File: src/pkg/rx_link_pkg.sv
// Shared constants and carriers for the receive data-link block.
// Assumes one 50 MHz system clock; all line-side pins are asynchronous to it.
package rx_link_pkg;

	// ==========================================================
	// Register offsets
	localparam logic [7:0] ADDR_MODE = 8'h00;
	localparam logic [7:0] ADDR_IRQ_CTRL = 8'h02;
	localparam logic [7:0] ADDR_CHECK_CTRL = 8'h05;
	localparam logic [7:0] ADDR_PKT_CTRL = 8'h07;
	localparam logic [7:0] ADDR_RX_CLK_CTRL = 8'h08;
	localparam logic [7:0] ADDR_LINK_STATUS = 8'h12;
	localparam logic [7:0] ADDR_FAR_ALARM_BYTE = 8'h13;

	// ==========================================================
	// Field positions
	localparam int MODE_CBITP_BIT = 0;
	localparam int MODE_E3_BIT = 1;
	localparam int IRQ_FAR_ALARM_EN_BIT = 6;
	localparam int CHECK_LONG_BIT = 2;
	localparam int STATUS_FAR_ALARM_BIT = 0;
	localparam int PKT_PARALLEL_BIT = 0;
	localparam int PKT_TRANSP_DIS_BIT = 1;
	localparam int PKT_NIBBLE_BIT = 2;
	localparam int PKT_PARTIAL_BIT = 3;
	localparam int PKT_COUNT_LSB = 4;
	localparam int CLK_JITTER_BUF_BIT = 0;

	// ==========================================================
	// Reset values and protocol constants
	localparam logic [7:0] CTRL_RESET = 8'h00;
	localparam logic [7:0] FLAG_BYTE = 8'h7E;
	localparam logic [7:0] ALARM_FLAG = 8'hFF;
	localparam logic [2:0] STUFF_ONES = 3'h5;
	localparam logic [2:0] ABORT_ONES = 3'h6;
	localparam logic [2:0] ONES_MAX = 3'h7;
	localparam logic [31:0] CRC16_POLY = 32'h00008408;
	localparam logic [31:0] LONG_CHECK_SELECT_POLY = 32'hEDB88320;
	localparam logic [31:0] CRC16_INIT = 32'h0000FFFF;
	localparam logic [31:0] LONG_CHECK_SELECT_INIT = 32'hFFFFFFFF;
	localparam logic [2:0] FCS16_BYTES = 3'h2;
	localparam logic [2:0] FCS32_BYTES = 3'h4;
	localparam logic [4:0] DATA_COUNT_MAX = 5'h1F;

	typedef enum logic [1:0] {PH_IDLE, PH_RISE, PH_FALL} strobe_phase_t;

	// ==========================================================
	// Carriers
	typedef struct packed {
		logic line_serial_clock_in;
		logic fifo_serial_clock_in;
		logic serial_data;
		logic overhead_bit;
		logic cbit_mark;
		logic alarm_bit_mark;
		logic frame_align;
		logic payload_only_pin;
	} line_pins_t;

	typedef struct packed {
		logic wr;
		logic rd;
		logic [7:0] addr;
		logic [7:0] wdata;
	} reg_req_t;

	typedef struct packed {
		logic [7:0] rx_parallel_data;
		logic rx_byte_clock;
		logic rx_idle_indication;
		logic rx_good_check_indication;
	} par_out_t;

endpackage : rx_link_pkg

File: src/hw/check_byte_step.sv
// Advances a reflected frame check value over one byte, first bit the LSB.
// Purely combinational; the caller holds the running value.
`timescale 1ns/1ps
module check_byte_step
	import rx_link_pkg::*;
(
	// Running value and byte
	input wire logic [31:0] crc_in,
	input wire logic [7:0] data,
	input wire logic long_sel,
	// Updated value
	output logic [31:0] crc_out
);

	// ==========================================================
	// Bit-serial update unrolled over the byte
	always_comb begin
		logic [31:0] c;
		logic fb;
		c = crc_in;
		fb = 1'b0;
		for (int i = 0; i < 8; i++) begin
			fb = c[0] ^ data[i];
			c = {1'b0, c[31:1]};
			if (fb) begin
				c = c ^ (long_sel ? LONG_CHECK_SELECT_POLY : CRC16_POLY);
			end
		end
		crc_out = c;
	end

endmodule : check_byte_step

File: src/hw/far_alarm_rx_channel.sv
// Bit-oriented far-end alarm channel receiver.
// Expects one bit_valid pulse per channel bit, already synchronised.
`timescale 1ns/1ps
module far_alarm_rx_channel
	import rx_link_pkg::*;
(
	// Clock and reset
	input wire logic clk,
	input wire logic arst_n,
	// Channel bits
	input wire logic bit_valid,
	input wire logic bit_value,
	// Captured message
	output logic byte_valid,
	output logic [7:0] byte_value
);

	typedef struct packed {
		logic [15:0] sr;
		logic valid;
		logic [7:0] value;
	} alarm_state_t;

	alarm_state_t s;
	alarm_state_t next_s;

	// ==========================================================
	// Pattern match, newest bit enters at the top
	always_comb begin
		logic [15:0] sr;
		sr = {bit_value, s.sr[15:1]};
		next_s = s;
		next_s.valid = 1'b0;
		if (bit_valid) begin
			next_s.sr = sr;
			if (sr[7:0] == ALARM_FLAG && !sr[8] && !sr[15]) begin
				next_s.valid = 1'b1;
				next_s.value = {<<{sr[15:8]}};
				next_s.sr = 16'h0000;
			end
		end
	end

	always_ff @(posedge clk or negedge arst_n) begin
		if (!arst_n) begin
			s <= '0;
		end else begin
			s <= next_s;
		end
	end

	assign byte_valid = s.valid;
	assign byte_value = s.value;

endmodule : far_alarm_rx_channel

File: src/hw/ds3_e3_rx_datalink_and_hdlc.sv
// Receive data link: far-end alarm channel, packet receiver, C-bit output.
// Line pins are sampled from the 50 MHz clock; serial clock must be slower.
`timescale 1ns/1ps

module ds3_e3_rx_datalink_and_hdlc
	import rx_link_pkg::*;
(
	// Clock and reset
	input wire logic clk,
	input wire logic arst_n,
	// Register port
	input wire reg_req_t req,
	output logic [7:0] rdata,
	// Line side pins
	input wire line_pins_t pins,
	// Parallel receive output
	output par_out_t par,
	// Serial C-bit output
	output logic cbit_serial_out,
	output logic cbit_out_clock,
	// Interrupt
	output logic datalink_irq_output
);

	typedef struct packed {
		logic [7:0] mode;
		logic [7:0] irq_ctrl;
		logic [7:0] check_ctrl;
		logic [7:0] pkt_ctrl;
		logic [7:0] clk_ctrl;
		logic far_alarm_irq_flag;
		logic [7:0] far_alarm_rx_byte_reg;
		logic irq_out;
		logic [7:0] rdata;
		line_pins_t sync1;
		line_pins_t sync2;
		logic clk_prev;
		logic [7:0] window;
		logic [2:0] ones;
		logic [7:0] shift;
		logic [2:0] bitcnt;
		logic synced;
		logic in_frame;
		logic [31:0] crc;
		logic [4:0] data_bytes;
		logic [2:0] frame_bytes;
		logic [3:0][7:0] hist;
		strobe_phase_t bck_phase;
		strobe_phase_t cck_phase;
		par_out_t par;
		logic cbit_out;
		logic cbit_clk;
	} rx_state_t;

	rx_state_t s;
	rx_state_t next_s;

	logic alarm_valid;
	logic [7:0] alarm_byte;
	logic [31:0] crc_next;
	logic [7:0] feed_byte;
	logic serial_fall;
	logic sel_clk;

	// ==========================================================
	// Control decode
	logic cbitp_mode;
	logic e3_mode;
	logic alarm_irq_en;
	logic long_sel;
	logic par_en;
	logic transp_dis;
	logic nibble_en;
	logic partial_en;
	logic [4:0] partial_limit;
	logic [2:0] fcs_len;

	assign cbitp_mode = s.mode[MODE_CBITP_BIT];
	assign e3_mode = s.mode[MODE_E3_BIT];
	assign alarm_irq_en = s.irq_ctrl[IRQ_FAR_ALARM_EN_BIT];
	assign long_sel = s.check_ctrl[CHECK_LONG_BIT];
	assign par_en = s.pkt_ctrl[PKT_PARALLEL_BIT];
	assign transp_dis = s.pkt_ctrl[PKT_TRANSP_DIS_BIT];
	assign nibble_en = s.pkt_ctrl[PKT_NIBBLE_BIT];
	assign partial_en = s.pkt_ctrl[PKT_PARTIAL_BIT];
	// Zero in the count field gives sixteen
	assign partial_limit = {(s.pkt_ctrl[7:4] == 4'h0), s.pkt_ctrl[7:4]};
	assign fcs_len = long_sel ? FCS32_BYTES : FCS16_BYTES;

	// Serial clock chosen by the jitter buffer enable, edge seen after sync
	assign sel_clk = s.clk_ctrl[CLK_JITTER_BUF_BIT] ? s.sync2.fifo_serial_clock_in : s.sync2.line_serial_clock_in;
	assign serial_fall = s.clk_prev & ~sel_clk;

	// Byte leaving the delay line is message data, the rest is check
	assign feed_byte = long_sel ? s.hist[3] : s.hist[1];

	// ==========================================================
	// Sub-blocks
	far_alarm_rx_channel u_alarm (
		.clk(clk),
		.arst_n(arst_n),
		.bit_valid(serial_fall & s.sync2.alarm_bit_mark & ~e3_mode),
		.bit_value(s.sync2.serial_data),
		.byte_valid(alarm_valid),
		.byte_value(alarm_byte)
	);

	check_byte_step u_check (
		.crc_in(s.crc),
		.data(feed_byte),
		.long_sel(long_sel),
		.crc_out(crc_next)
	);

	// ==========================================================
	// Next-state logic
	always_comb begin
		logic d;
		logic payload;
		logic stuffed;
		logic flag_seen;
		logic last;
		logic fcs_ok;
		logic [2:0] cnt;
		logic [7:0] win;
		logic [7:0] sh;
		fcs_ok = 1'b0;
		next_s = s;
		d = s.sync2.serial_data;
		payload = s.sync2.payload_only_pin | ~s.sync2.overhead_bit;
		win = {d, s.window[7:1]};
		sh = {d, s.shift[7:1]};
		stuffed = ~d & (s.ones == STUFF_ONES);
		flag_seen = (win == FLAG_BYTE);
		cnt = s.bitcnt;
		last = 1'b0;
		if (long_sel) begin
			fcs_ok = ({s.hist[0], s.hist[1], s.hist[2], s.hist[3]} == ~s.crc);
		end else begin
			fcs_ok = ({s.hist[0], s.hist[1]} == ~s.crc[15:0]);
		end

		next_s.sync1 = pins;
		next_s.sync2 = s.sync1;
		next_s.clk_prev = sel_clk;
		next_s.rdata = 8'h00;

		// Register access
		if (req.wr) begin
			if (req.addr == ADDR_MODE) begin
				next_s.mode = req.wdata;
			end else if (req.addr == ADDR_IRQ_CTRL) begin
				next_s.irq_ctrl = req.wdata;
			end else if (req.addr == ADDR_CHECK_CTRL) begin
				next_s.check_ctrl = req.wdata;
			end else if (req.addr == ADDR_PKT_CTRL) begin
				next_s.pkt_ctrl = req.wdata;
			end else if (req.addr == ADDR_RX_CLK_CTRL) begin
				next_s.clk_ctrl = req.wdata;
			end
		end else if (req.rd) begin
			if (req.addr == ADDR_MODE) begin
				next_s.rdata = s.mode;
			end else if (req.addr == ADDR_IRQ_CTRL) begin
				next_s.rdata = s.irq_ctrl;
			end else if (req.addr == ADDR_CHECK_CTRL) begin
				next_s.rdata = s.check_ctrl;
			end else if (req.addr == ADDR_PKT_CTRL) begin
				next_s.rdata = s.pkt_ctrl;
			end else if (req.addr == ADDR_RX_CLK_CTRL) begin
				next_s.rdata = s.clk_ctrl;
			end else if (req.addr == ADDR_LINK_STATUS) begin
				next_s.rdata[STATUS_FAR_ALARM_BIT] = s.far_alarm_irq_flag;
			end else if (req.addr == ADDR_FAR_ALARM_BYTE) begin
				next_s.rdata = s.far_alarm_rx_byte_reg;
				next_s.far_alarm_irq_flag = 1'b0;
			end
		end

		// New alarm byte; a set in the clearing cycle wins
		if (alarm_valid) begin
			next_s.far_alarm_rx_byte_reg = alarm_byte;
			if (alarm_irq_en && cbitp_mode) begin
				next_s.far_alarm_irq_flag = 1'b1;
			end
		end
		next_s.irq_out = next_s.far_alarm_irq_flag & alarm_irq_en & cbitp_mode;

		if (serial_fall) begin
			// Byte clock: rise one serial cycle after data, fall one later
			if (s.bck_phase == PH_RISE) begin
				next_s.par.rx_byte_clock = 1'b1;
				next_s.bck_phase = PH_FALL;
			end else if (s.bck_phase == PH_FALL) begin
				next_s.par.rx_byte_clock = 1'b0;
				next_s.bck_phase = PH_IDLE;
			end

			// C-bit / N-bit serial output with the same spacing
			if (s.cck_phase == PH_RISE) begin
				next_s.cbit_clk = 1'b1;
				next_s.cck_phase = PH_FALL;
			end else if (s.cck_phase == PH_FALL) begin
				next_s.cbit_clk = 1'b0;
				next_s.cck_phase = PH_IDLE;
			end
			if (s.sync2.cbit_mark && !s.sync2.payload_only_pin) begin
				next_s.cbit_out = d;
				next_s.cck_phase = PH_RISE;
			end

			if (par_en && payload && transp_dis) begin
				// Transparent mode: alignment from the frame marker
				if (s.sync2.frame_align && !s.sync2.payload_only_pin) begin
					cnt = 3'h0;
				end
				if (nibble_en) begin
					sh = {s.shift[6:0], d};
					last = (cnt[1:0] == 2'h3);
				end else begin
					last = (cnt == 3'h7);
				end
				next_s.shift = sh;
				next_s.bitcnt = last ? 3'h0 : cnt + 3'h1;
				if (last) begin
					next_s.par.rx_parallel_data = nibble_en ? {4'h0, sh[3:0]} : sh;
					next_s.bck_phase = PH_RISE;
				end
			end else if (par_en && payload) begin
				next_s.window = win;
				next_s.ones = d ? ((s.ones == ONES_MAX) ? ONES_MAX : s.ones + 3'h1) : 3'h0;
				if (d && s.ones == ABORT_ONES) begin
					next_s.in_frame = 1'b0;
					next_s.synced = 1'b0;
					next_s.par.rx_good_check_indication = 1'b1;
					next_s.par.rx_idle_indication = 1'b0;
				end
				if (!stuffed) begin
					next_s.shift = sh;
					if (flag_seen) begin
						// Flags are shown as data with their own pulse
						next_s.par.rx_parallel_data = FLAG_BYTE;
						next_s.bck_phase = PH_RISE;
						next_s.bitcnt = 3'h0;
						next_s.synced = 1'b1;
						next_s.par.rx_idle_indication = 1'b1;
						if (s.in_frame) begin
							next_s.in_frame = 1'b0;
							next_s.par.rx_good_check_indication = fcs_ok && (s.frame_bytes >= fcs_len);
						end
					end else if (s.bitcnt == 3'h7) begin
						next_s.par.rx_parallel_data = sh;
						next_s.bck_phase = PH_RISE;
						next_s.bitcnt = 3'h0;
						if (s.synced && !s.in_frame) begin
							// First byte of a message
							next_s.in_frame = 1'b1;
							next_s.par.rx_idle_indication = 1'b0;
							next_s.par.rx_good_check_indication = 1'b0;
							next_s.crc = long_sel ? LONG_CHECK_SELECT_INIT : CRC16_INIT;
							next_s.frame_bytes = 3'h1;
							next_s.data_bytes = 5'h00;
							next_s.hist = {s.hist[2:0], sh};
						end else if (s.in_frame) begin
							next_s.hist = {s.hist[2:0], sh};
							if (s.frame_bytes != ONES_MAX) begin
								next_s.frame_bytes = s.frame_bytes + 3'h1;
							end
							if (s.frame_bytes >= fcs_len && (!partial_en || s.data_bytes < partial_limit)) begin
								next_s.crc = crc_next;
								if (s.data_bytes != DATA_COUNT_MAX) begin
									next_s.data_bytes = s.data_bytes + 5'h01;
								end
							end
						end
					end else begin
						next_s.bitcnt = s.bitcnt + 3'h1;
					end
				end
			end
		end
	end

	// ==========================================================
	// State register
	always_ff @(posedge clk or negedge arst_n) begin
		if (!arst_n) begin
			s <= '0;
			s.mode <= CTRL_RESET;
			s.irq_ctrl <= CTRL_RESET;
			s.check_ctrl <= CTRL_RESET;
			s.pkt_ctrl <= CTRL_RESET;
			s.clk_ctrl <= CTRL_RESET;
			s.bck_phase <= PH_IDLE;
			s.cck_phase <= PH_IDLE;
			s.crc <= CRC16_INIT;
		end else begin
			s <= next_s;
		end
	end

	// ==========================================================
	// Outputs, all straight from the state register
	assign rdata = s.rdata;
	assign par = s.par;
	assign cbit_serial_out = s.cbit_out;
	assign cbit_out_clock = s.cbit_clk;
	assign datalink_irq_output = s.irq_out;

endmodule : ds3_e3_rx_datalink_and_hdlc

File: config.mk
export PLATFORM = sky130hd
export DESIGN_NAME = ds3_e3_rx_datalink_and_hdlc
export DESIGN_NICKNAME = d
export VERILOG_FILES = /design/src/pkg/rx_link_pkg.sv /design/src/hw/check_byte_step.sv /design/src/hw/far_alarm_rx_channel.sv /design/src/hw/ds3_e3_rx_datalink_and_hdlc.sv
export SDC_FILE = /design/constraint.sdc
export NUM_CORES = 1
export LEC_CHECK = 0
export ABC_CLOCK_PERIOD_IN_PS = 2600
export CAP_MARGIN = 40
export CORE_MARGIN = 10
export CORE_UTILIZATION = 58
export DETAILED_ROUTE_END_ITERATION = 6
export DONT_BUFFER_PORTS = 1
export GPL_ROUTABILITY_DRIVEN = 0
export PLACE_DENSITY_LB_ADDON = 0.25
export SLEW_MARGIN = 20
export SYNTH_ARGS = -nofsm -noshare
export SYNTH_HDL_FRONTEND = slang
export SYNTH_HIERARCHICAL = 1
export SYNTH_SLANG_ARGS = --single-unit
File: constraint.sdc
create_clock -name clk -period 2.6 [get_ports clk]
set_input_delay 0.52 -clock clk [delete_from_list [all_inputs] [get_ports clk]]
set_output_delay 0.52 -clock clk [all_outputs]
set_load 0.1 [all_outputs]
==> impl_metrics.toml <==
[worst_setup_path]
required_ns = 3.05
crit_type = "register to register"
cp_cell_sequence = "buf_12, mux2_2, xnor2_2, xnor2_1, buf_4, xor2_1, mux2i_1, xnor2_1, o22a_1"
reg2reg_slack_ns = 0.13
r2r_start = "long_sel"
cp_slowest_cell = "dfrtp_1"
reg2reg_depth = 9
cpPeakStageDelay_ns = 0.42
worstReg2RegEnd = "s[60]"
cp_data_arrival_time_ns = 2.92
critPathTopFamily = "XOR/XNOR gates"
timing.critical_path.buf_inv = 2
crit_top_cell = "xnor2_1"
worstSetupStartpointType = "register"
endpoint_kind = "register"
cp_max_fo = 18

[power]
powerDensity_nw_per_um2 = 624
peakVddDrop_uv = 484
leakagePower_nw = 6.07

[clock_network]
cts.sinks = 211
cts_setup_buffers = 0
path_clk_slew_ns = 0.06
cts_buffer_depth = 3
clock_latency_ns = 0.53
cts_root_buffer = "clkbuf_16"
cts_tree = "built"
cts_buffers = 23
htreeDepth = 1
postCtsHoldBufs = 8

[routing]
drt_iter0_markers = 554
ant_nets = 0
vias = 7321
drc = 0
post_drt_wl_per_cell_um = 19.3
drt-vias-per-instance = 5.87
dr.pass1.iters = 5
drt-total-wl_um = 24100

[status]
violations = "negative hold slack"
outcome = "finished, violations left"

[sta]
finalSetupViolCount = 0
fin_hold_ws_ns = -0.305
slew_viol_final = 0
finalHoldViolCount = 211
max_slew_margin_pct = 40.1
max_slew.worst_pin.slew_ns = 0.898
rsz0062_at_grt = "false"
period_minus_slack_ns = 2.47
max_freq_mhz = 404
min_period_over_period_pct = 95.1
tns_ns = 0
fin_skew_ns = 0.0167

[layout]
diodes = 0
fin_area_sq_um = 12600
area_growth_pct = 15.2
fin_nets = 1044
fillers = 1416
drive_gt1_share_pct = 26.5

[yosys]
syn-instance-count = 952
synth_seq_cells = 211
ys.flop_type = "dfrtp_1"
async_flop_share_pct = 100
netlist.area_leader.share_pct = 44.5
synthDistinctLibCells = 73
seq_area_frac_synth_pct = 48.4
ys_top_cells_by_count = "195 x dfrtp_1, 99 x mux2_2, 87 x nand2_1, 69 x xor2_1"
synth_fp_nets = 1000
synth_warnings = 6
synth_area_sq_um = 11000
synth_edf_count = 0
syn_avg_cell_area_sq_um = 11.5
synth.most_common_cell = "dfrtp_1"
synth_top_cell_by_area = "dfrtp_1"
synth.area.top_cells = "dfrtp_1 45%, mux2_2 10%, xor2_1 5.5%, dfstp_2 3.8%, xnor2_1 3.6%"

[floorplanning]
dieArea_sq_um = 24800
start_util_pct = 58.8
core_sq_um = 18600
ios = 50
die_y_um = 157
fp-row-count = 50
die_w_um = 157

[flow_run]
drv_cap = 0

[place]
place_area_sq_um = 11600
post-dp-hpwl_um = 16600
port_buffers = 0

[global_routing]
grt_first_pass_wirelength_um = 40000
grtUsageTotal_pct = 19.9
antenna_found_initial = 0
grt_pass1_vias = 7627
overflow = 0
grt_max_degree = 212

[min_path]
hold_class = "input port to asynchronous set/reset pin"
-- metal layers --
layer | vias up | GRT usage (%) | wire length (um)
met3 | 42 | 3.66 | 1190
met1 | 3688 | 26.3 | 10500
li1 | 3423 | - | -
met2 | 168 | 33.0 | 11800
met4 | 0 | 5.61 | 565
met5 | - | 0 | 0
-- stage by stage --
stage               hold WS [ns]  power (mW)  util, %  setup WS (ns)  std cells
CTS                       -0.325        7.96     67.5         0.0601       1246
detailed placement         0.234        4.26     62.5         0.0760       1196
global route              -0.325        8.17     67.7        0.00431       1247
finish                    -0.305        7.88     67.7          0.126       1247
floorplan                  0.224        4.07        -         0.0185        952
global placement           0.236        4.16     60.8          0.150       1177
-- flip-flops by register name, indices dropped and copies added (netlist names), 4 cells and up --
| register | flops |
|---|---|
| next_s | 8 |
| partial_limit | 4 |
| s | 146 |
| u_alarm/s | 15 |
| rdata | 8 |
| u_alarm/byte_value | 8 |
| par | 11 |
-- cell type report --
cell class / count / area (sq um) / share of cell area (%)
clock buffer: 27 / 611 / 4.83
timing repair buffer: 84 / 863 / 6.84
inverter: 21 / 78.8 / 0.624
multi-input combinational: 655 / 5230 / 41.4
clock inverter: 15 / 250 / 1.98
sequential: 211 / 5300 / 42.0
tap: 234 / 293 / 2.32
-- kinds of logic after synthesis --
group                    Yosys count  share of synthesized area (%)
XOR/XNOR                         128                           11.5
buffers and inverters             86                           4.29
AND/OR/NAND/NOR                  252                           12.0
flip-flops                       211                           48.4
adder cells (fa/ha/maj)           20                           2.28
multiplexers                     125                           12.6
AO/OA/AOI/OAI                    130                           8.90
-- what timing repair did --
item	4_1_cts	5_1_grt
hold endpoints to repair	219	211
resized for setup	0	4
setup endpoints to repair	0	14
-- placed cells by master, fill, tap and decap left out, types with 19 or more instances in the layout --
cell type / Yosys / final
a21oi_1: 21 / 21
buf_4: 32 / 52
clkbuf_16: 0 / 23
dfrtp_1: 195 / 195
ha_1: 20 / 20
inv_1: 20 / 20
mux2_2: 99 / 99
mux2i_1: 24 / 24
nand2_1: 87 / 87
nand3_1: 19 / 19
nand4_1: 23 / 23
nor2_1: 45 / 45
o21ai_0: 25 / 25
xnor2_1: 45 / 45
xor2_1: 69 / 69
-- where the power goes --
group / leakage [nW] / internal (mW) / switching (mW)
clock network: 0.411 / 2.29 / 1.37
registers: 2.80 / 3.46 / 0.212
logic: 2.86 / 0.260 / 0.282
-- worst max-delay path by stage --
stage	startpoint	endpoint	slack, ns	cells after the start
after global routing	s[114]	par[5]	0.004	9
after detailed placement	long_sel	s[77]	0.08	9
after floorplan	long_sel	s[75]	0.02	8
after CTS	long_sel	s[82]	0.06	8
after global placement	long_sel	s[82]	0.15	8
final	long_sel	s[60]	0.13	9
No activity file was read; power rests on OpenSTA's default activity.
